**src/rtl/bscd_pkg.sv**
```systemverilog
/*
 * Shared constants of the backplane serial clock driver: clock rates,
 * divider stages and the serial clock waveform, in source cycles.
 * Assumes a single system clock and a board reset; no software access.
 */
//
// Functional notes
// - Drive a constant free-running 16 MHz system clock, independent of bus signals; here 16 MHz only on average, each period two or three system cycles.
// - Serial clock relates to no bus signal except the serial data line.
// - Derive the serial clock waveform from a 32 MHz source clock.
// - Serial clock full cycle must lie between 340 and 347 ns; at the base stage 343.75 ns on average, single cycles 325 or 350 ns.
// - Off-backplane links scale every serial timing value by one common factor.
// - Base frequency selected from binary counter stages: 32, 16, 8 MHz and on.
// - The same 32 MHz source is divided to make the 16 MHz system clock.
// - An option disconnects the serial clock driver from its line.
package bscd_pkg;

    localparam longint CLK_RATE_HZ = 40_000_000;
    localparam longint SRC_RATE_HZ = 32_000_000;
    localparam longint RATE_UNIT_HZ = 8_000_000;
    localparam int ACC_W = 4;
    localparam logic [ACC_W-1:0] ACC_INC = ACC_W'(SRC_RATE_HZ / RATE_UNIT_HZ);
    localparam logic [ACC_W-1:0] ACC_MOD = ACC_W'(CLK_RATE_HZ / RATE_UNIT_HZ);
    localparam logic [ACC_W-1:0] ACC_RESET = 4'h0;

    localparam int STAGE_N = 4;

    localparam longint SER_PERIOD_MIN_NS = 340;
    localparam longint SER_PERIOD_MAX_NS = 347;
    localparam int CNT_W = 4;
    localparam logic [CNT_W-1:0] SER_PERIOD_SRC = 4'hb;
    localparam logic [CNT_W-1:0] SER_HIGH_SRC = 4'h6;
    localparam logic [CNT_W-1:0] SER_LOW_SRC = SER_PERIOD_SRC - SER_HIGH_SRC;
    localparam longint SER_PERIOD_PS =
        longint'(SER_PERIOD_SRC) * 64'd1_000_000_000_000 / SRC_RATE_HZ;

    typedef enum logic {BSCD_SER_HIGH, BSCD_SER_LOW} bscd_ser_state_t;

endpackage

```
**src/rtl/bscd_tick_if.sv**
```systemverilog
/*
 * Carrier between the tick generator and the driver top.
 * Assumes both ends run on the same system clock.
 */
`timescale 1ns/1ps
`default_nettype none
interface bscd_tick_if #(parameter int P_STAGE_N = 4);
    logic src_tick;
    logic [P_STAGE_N-1:0] stage_tick;
    modport gen (output src_tick, output stage_tick);
    modport use_side (input src_tick, input stage_tick);
endinterface
`default_nettype wire

```
**src/rtl/bscd_top.sv**
```systemverilog
/*
 * Backplane serial clock driver: the 16 MHz system clock line and the
 * serial link clock line with selectable base stage and drive disconnect.
 * Assumes synchronous straps on I_STAGE_SEL and I_SER_DRV_EN.
 */
`timescale 1ns/1ps
`default_nettype none
module bscd_top
    import bscd_pkg::*;
#(
    parameter int P_STAGE_N = STAGE_N
)
(
    input wire logic I_CLK_SYS,
    input wire logic I_RST_N,
    input wire logic [$clog2(P_STAGE_N)-1:0] I_STAGE_SEL,
    input wire logic I_SER_DRV_EN,
    output logic O_SYSTEM_CLOCK_LINE,
    output logic O_SERIAL_LINK_CLOCK_LINE,
    output logic O_SERIAL_LINK_CLOCK_LINE_OE
);

    ////////////////////////////////////////////////////////////////////////
    generate
        if (P_STAGE_N < 2)
        begin : g_bad_stage
            $error("Stage count must be at least two.");
        end

        if (SER_PERIOD_PS < SER_PERIOD_MIN_NS * 1000 ||
            SER_PERIOD_PS > SER_PERIOD_MAX_NS * 1000)
        begin : g_bad_period
            $error("Serial period outside its bounds.");
        end

        if (SRC_RATE_HZ > CLK_RATE_HZ)
        begin : g_bad_rate
            $error("Source rate above system clock rate.");
        end

        // Both rates must be whole multiples of the accumulator unit, or
        // the source tick rate would drift from its nominal value.
        if (SRC_RATE_HZ % RATE_UNIT_HZ != 0 ||
            CLK_RATE_HZ % RATE_UNIT_HZ != 0)
        begin : g_bad_unit
            $error("Clock rates not whole multiples of the rate unit.");
        end

        if (ACC_INC == '0)
        begin : g_bad_inc
            $error("Accumulator step must not be zero.");
        end

        // The sum may reach the modulus plus the step less one; it must not
        // wrap, or a source tick would be lost.
        if (int'(ACC_MOD) + int'(ACC_INC) > (1 << ACC_W))
        begin : g_bad_acc
            $error("Accumulator too narrow for its modulus.");
        end

        if (SER_HIGH_SRC == '0 || SER_HIGH_SRC >= SER_PERIOD_SRC)
        begin : g_bad_split
            $error("Serial high phase must leave a low phase.");
        end
    endgenerate

    ////////////////////////////////////////////////////////////////////////
    bscd_tick_if #(.P_STAGE_N(P_STAGE_N)) tick ();

    bscd_tick_gen #(.P_STAGE_N(P_STAGE_N)) u_tick_gen (
        .i_clk(I_CLK_SYS),
        .i_rst_n(I_RST_N),
        .tick(tick)
    );

    function automatic logic sel_tick(
        input logic [P_STAGE_N-1:0] ticks,
        input logic [$clog2(P_STAGE_N)-1:0] sel
    );
        sel_tick = 1'b0;
        if (int'(sel) < P_STAGE_N)
        begin
            sel_tick = ticks[sel];
        end
    endfunction

    // Shared end-of-phase test of both serial clock halves; a phase of n
    // base ticks ends on the tick that finds its count at n minus one.
    function automatic logic phase_done(
        input logic [CNT_W-1:0] cnt,
        input logic [CNT_W-1:0] len
    );
        phase_done = (cnt == len - 1'b1);
    endfunction

    logic base_tick;
    assign base_tick = sel_tick(tick.stage_tick, I_STAGE_SEL);

    ////////////////////////////////////////////////////////////////////////
    // The system clock toggles on every source tick, giving 16 MHz on
    // average; it runs from reset on and depends on no bus input.
    logic sys_clk_reg;

    always_ff @(posedge I_CLK_SYS or negedge I_RST_N)
    begin
        if (!I_RST_N)
        begin
            sys_clk_reg <= 1'b0;
        end
        else if (tick.src_tick)
        begin
            sys_clk_reg <= ~sys_clk_reg;
        end
    end

    assign O_SYSTEM_CLOCK_LINE = sys_clk_reg;

    ////////////////////////////////////////////////////////////////////////
    // The serial waveform advances only on base ticks, so it keeps no
    // fixed relation to any bus signal.
    bscd_ser_state_t ser_state_reg;
    bscd_ser_state_t ser_state_next;
    logic [CNT_W-1:0] ser_cnt_reg;
    logic [CNT_W-1:0] ser_cnt_next;

    always_comb
    begin
        ser_state_next = ser_state_reg;
        ser_cnt_next = ser_cnt_reg;
        if (base_tick)
        begin
            ser_cnt_next = ser_cnt_reg + 1'b1;
            case (ser_state_reg)
                BSCD_SER_HIGH:
                begin
                    if (phase_done(ser_cnt_reg, SER_HIGH_SRC))
                    begin
                        ser_state_next = BSCD_SER_LOW;
                        ser_cnt_next = '0;
                    end
                end
                BSCD_SER_LOW:
                begin
                    if (phase_done(ser_cnt_reg, SER_LOW_SRC))
                    begin
                        ser_state_next = BSCD_SER_HIGH;
                        ser_cnt_next = '0;
                    end
                end
                default:
                begin
                    ser_state_next = BSCD_SER_HIGH;
                    ser_cnt_next = '0;
                end
            endcase
        end
    end

    always_ff @(posedge I_CLK_SYS or negedge I_RST_N)
    begin
        if (!I_RST_N)
        begin
            ser_state_reg <= BSCD_SER_HIGH;
        end
        else
        begin
            ser_state_reg <= ser_state_next;
        end
    end

    // The counter restarts at each phase end, so it never needs to wrap.
    always_ff @(posedge I_CLK_SYS or negedge I_RST_N)
    begin
        if (!I_RST_N)
        begin
            ser_cnt_reg <= '0;
        end
        else
        begin
            ser_cnt_reg <= ser_cnt_next;
        end
    end

    ////////////////////////////////////////////////////////////////////////
    // Output stage: the line and its enable are registered together so
    // that a disconnect never leaves a half-cycle glitch on the backplane.
    logic ser_line_reg;
    logic ser_oe_reg;

    // The enable follows the strap alone, one cycle late, like the line.
    always_ff @(posedge I_CLK_SYS or negedge I_RST_N)
    begin
        if (!I_RST_N)
        begin
            ser_oe_reg <= 1'b0;
        end
        else
        begin
            ser_oe_reg <= I_SER_DRV_EN;
        end
    end

    always_ff @(posedge I_CLK_SYS or negedge I_RST_N)
    begin
        if (!I_RST_N)
        begin
            ser_line_reg <= 1'b0;
        end
        else
        begin
            ser_line_reg <= I_SER_DRV_EN &
                (ser_state_next == BSCD_SER_HIGH);
        end
    end

    assign O_SERIAL_LINK_CLOCK_LINE = ser_line_reg;
    assign O_SERIAL_LINK_CLOCK_LINE_OE = ser_oe_reg;

endmodule
`default_nettype wire

```
**src/rtl/bscd_tick_gen.sv**
```systemverilog
/*
 * Source tick generator: a fractional accumulator makes 32 MHz ticks from
 * the 40 MHz system clock, and a binary counter yields one tick per stage.
 * Assumes the system clock rate is at least the source rate.
 */
`timescale 1ns/1ps
`default_nettype none
module bscd_tick_gen
    import bscd_pkg::*;
#(
    parameter int P_STAGE_N = STAGE_N
)
(
    input wire logic i_clk,
    input wire logic i_rst_n,
    bscd_tick_if.gen tick
);

    ////////////////////////////////////////////////////////////////////////
    // The accumulator spreads the source ticks evenly; each tick period is
    // one or two system cycles, which is the price of a single clock.
    logic [ACC_W-1:0] acc_reg;
    logic [ACC_W-1:0] acc_sum;
    logic [P_STAGE_N-2:0] cnt_reg;

    assign acc_sum = acc_reg + ACC_INC;
    assign tick.src_tick = (acc_sum >= ACC_MOD);

    always_ff @(posedge i_clk or negedge i_rst_n)
    begin
        if (!i_rst_n)
        begin
            acc_reg <= ACC_RESET;
        end
        else if (tick.src_tick)
        begin
            acc_reg <= acc_sum - ACC_MOD;
        end
        else
        begin
            acc_reg <= acc_sum;
        end
    end

    ////////////////////////////////////////////////////////////////////////
    always_ff @(posedge i_clk or negedge i_rst_n)
    begin
        if (!i_rst_n)
        begin
            cnt_reg <= '0;
        end
        else if (tick.src_tick)
        begin
            cnt_reg <= cnt_reg + 1'b1;
        end
    end

    assign tick.stage_tick[0] = tick.src_tick;
    genvar k;
    generate
        for (k = 1; k < P_STAGE_N; k++)
        begin : g_stage
            assign tick.stage_tick[k] = tick.src_tick & (&cnt_reg[k-1:0]);
        end
    endgenerate

endmodule
`default_nettype wire

```
**config.mk**
```make
export PLATFORM = sky130hd
export DESIGN_NAME = bscd_top
export DESIGN_NICKNAME = d
export VERILOG_FILES = /design/src/rtl/bscd_pkg.sv /design/src/rtl/bscd_tick_if.sv /design/src/rtl/bscd_top.sv /design/src/rtl/bscd_tick_gen.sv
export SDC_FILE = /design/constraint.sdc
export NUM_CORES = 1
export LEC_CHECK = 0
export ABC_AREA = 0
export BUFFER_PORTS_ARGS = -buffer_cell sky130_fd_sc_hd__buf_2
export CAP_MARGIN = 20
export CORE_MARGIN = 2
export CORE_UTILIZATION = 30
export DETAILED_ROUTE_END_ITERATION = 8
export SYNTH_ARGS = -nofsm -noshare
export SYNTH_HDL_FRONTEND = slang
export SYNTH_SLANG_ARGS = --single-unit
export TNS_END_PERCENT = 100
```
**constraint.sdc**
```tcl
create_clock -name I_CLK_SYS -period 3.8 [get_ports I_CLK_SYS]
set_input_delay 0.38 -clock I_CLK_SYS [delete_from_list [all_inputs] [get_ports I_CLK_SYS]]
set_output_delay 0.38 -clock I_CLK_SYS [all_outputs]
set_load 0.02 [all_outputs]
```
==> qor.csv <==
stage,metric,value,unit
run_status,status,finished clean,
min_path,hold_depth,1,
floorplanning,fp.dieH,56.7,um
min_path,hold_class,in2reg,
synth,synth_fa_ha_area_frac,0.135,
pwr,ir_drop,0.336,mV
clocking,htreeDepth,1,
synth,netlist_area,833,um^2
drt,drt-initial-drc-count,14,
min_path,min_from,I_SER_DRV_EN,
worst_setup_path,critPathKind,reg2reg,
sta,fin_worst_skew,0.00504,ns
pwr,clock_power_share,0.191,
global_routing,grt_pass1_wl,2530,um
drt,vias_per_cell,4.65,
flow_run,cap_violations,0,
synth,syn_nets,88,
sta,fin_setup_tns,0,ns
pwr,power_frac_seq,0.480,
pwr,p_sw,0.000159,W
pwr,power_density,504,nW/um^2
sta,worst_slew_pin_slew,0.352,ns
drt,drt_drc_violations_left,0,
sta,fmax,567,MHz
clocking,numCtsBuffers,3,
pwr,p_int,0.000317,W
synth,synthMuxAreaShare,0.0841,
placement,dp_hpwl,1020,um
worst_setup_path,regToRegEndpoint,ser_cnt_reg[0],
worst_setup_path,r2r_cells,6,
sta,slew_violations,0,
placement,post-place-ws,2.05,ns
cells_and_area,mostFrequentLayoutCells,"dfrtp_1, ha_1, nor2_1, buf_2",
worst_setup_path,crit_path_max_fanout,5,
drt,ant_nets,0,
pwr,p_sw_frac,0.333,
clocking,root_buffer,clkbuf_4,
synth,synth_compound_area_frac,0.0901,
synth,synth_cell_types,28,
sta,slew_headroom,0.765,
sta,grt_setup_unrepaired,no,
clocking,clk_latency,0.28,ns
global_routing,grt_use_total,0.0998,
synth,ys_seq_area_frac,0.450,
synth,ys_ff_latch,15,
synth,synth_xor_area_frac,0.0420,
pwr,combinationalPowerShare,0.328,
drt,routed_wl,1330,um
synth,syn_inst,74,
cells_and_area,layout_commonest_cell,dfrtp_1,
worst_setup_path,cp-start-kind,register,
cells_and_area,drive_gt1_frac,0.233,
placement,dp_cells,112,
synth,yosysWarnings,0,
worst_setup_path,worstPathCellList,"ha_1, ha_1, mux2i_1, a22oi_2, and2_4, mux2_4",
synth,synth_top_family_by_area,simple AND/OR/NAND/NOR gates,
placement,port_buffers,7,
sta,hold_violations,0,
cells_and_area,antenna_cells,0,
clocking,numClockSinks,15,
cells_and_area,post-route-util,0.351,
sta,finalSetupViolations,0,
worst_setup_path,r2r-start,u_tick_gen.cnt_reg[0],
global_routing,grt_pass1_vias,595,
worst_setup_path,slowest_stage,dfrtp_1,
pwr,power,0.000475,W
worst_setup_path,end_kind,register,
cells_and_area,stdcell_count,117,
synth,avgSynthCellArea,11.3,um^2
global_routing,grt_max_degree,16,
floorplanning,die_x,56.7,um
pwr,p_leak,0.457,nW
floorplanning,placementRows,19,
worst_setup_path,worst_path_most_repeated_cell,ha_1,
clocking,tritoncts,built,
drt,via_count,544,
clocking,clk_path_buf_depth,2,
worst_setup_path,required,3.97,ns
cells_and_area,area_growth,13.2,%
drt,wl_per_cell,11.3,um
global_routing,antenna_found_initial,0,
worst_setup_path,cp_slowest_stage_delay,0.41,ns
cells_and_area,nNetsFinal,101,
floorplanning,initial_core_util,0.310,
placement,gp_congestion,0.768,
sta,setup_slack,2.04,ns
floorplanning,ioPinCount,8,
clocking,cts.clk_slew.worst_paths,0.09,ns
clocking,cts_resized,0,
global_routing,overflow,0,
floorplanning,dieArea,3220,um^2
worst_setup_path,cp.arrival,1.94,ns
drt,dr.pass1.iters,4,
synth,synthSimpleGateAreaFrac,0.171,
floorplanning,core,2690,um^2
worst_setup_path,r2r_setup_slack,2.04,ns
min_path,hold_end,O_SERIAL_LINK_CLOCK_LINE_OE,
sta,min_period,1.76,ns
sta,fin_crit_sh,0.464,
power groups by stage:
stage / sequential, W / combinational (W) / clock (W)
2_1_floorplan: 0.000227 / 0.000120 / 0
3_3_place_gp: 0.000230 / 0.000152 / 0
3_5_place_dp: 0.000231 / 0.000153 / 0
4_1_cts: 0.000228 / 0.000157 / 0.0000947
5_1_grt: 0.000235 / 0.000179 / 0.0000987
6_report: 0.000228 / 0.000156 / 0.0000910
metrics by stage:
step,hold slack [ns],area (um^2)
2_1_floorplan,0.0844,833
3_3_place_gp,0.306,907
3_5_place_dp,0.310,907
4_1_cts,0.212,943
5_1_grt,0.220,943
6_report,0.216,943
area by class of cell:
class	count	area, um^2
clock buffer	4	26.3
fill	277	1740
inverter	6	22.5
multi-input combinational	53	435
sequential	15	375
tap	31	38.8
timing repair buffer	8	45.0
how the worst max path moves through the flow:
stage | endpoint | cells after the start | startpoint
after floorplan | ser_cnt_reg[0] | 6 | u_tick_gen.cnt_reg[0]
after global placement | ser_cnt_reg[0] | 6 | u_tick_gen.cnt_reg[0]
after detailed placement | ser_cnt_reg[0] | 6 | u_tick_gen.cnt_reg[0]
after CTS | ser_cnt_reg[0] | 6 | u_tick_gen.cnt_reg[0]
after global routing | ser_cnt_reg[0] | 6 | u_tick_gen.cnt_reg[0]
final | ser_cnt_reg[0] | 6 | u_tick_gen.cnt_reg[0]
cell usage after synthesis (all sizes together):
library cell  number  area share
o21ai              1      0.0060
nor3b              1       0.015
and3b              1       0.011
xnor2              4       0.042
ha                 9        0.14
and4b              1       0.012
nor2               7       0.032
dfrtp             15        0.45
a31oi              1      0.0075
nor2b              1      0.0075
and3               2       0.017
o21a               1      0.0090
nand2b             1       0.017
o211ai             1      0.0090
a21oi              3       0.023
mux2               2       0.036
a21o               1       0.011
a22oi              1       0.015
nand2              6       0.027
nand3              2       0.018
mux2i              4       0.048
and2               1       0.011
nor3               1      0.0060
inv                6       0.027
a22o               1       0.011
kinds of logic (layout without fill, tap and decap cells):
kind of cell | Yosys count | after routing
compound gates | 10 | 10
xor+xnor | 4 | 4
fa+ha+maj | 9 | 9
buf+inv | 6 | 18
flops | 15 | 15
mux | 6 | 6
simple gates | 24 | 24
critical path, delay by kind of cell (launching register included):
family          cells  cell delay (ns)
mux                 2             0.36
compound gates      1             0.30
simple gates        1             0.22
flops               1             0.41
fa+ha+maj           2             0.37
repair_timing:
action / 4_1_cts / 5_1_grt
buffers inserted: 0 / 0
endpoints found under the setup margin: 0 / 0
hold buffers: 1 / 0
endpoints found under the hold margin: 7 / 0
metal layers:
metal | track usage | vias up | routed length [um] | part of all wire
li1 | - | 276 | - | -
met1 | 0.129 | 255 | 661 | 0.50
met2 | 0.156 | 10 | 586 | 0.44
met3 | 0.0276 | 3 | 59 | 0.044
met4 | 0.0408 | 0 | 19 | 0.014
met5 | 0 | - | 0 | 0
Power figures use the tool's default switching activity.
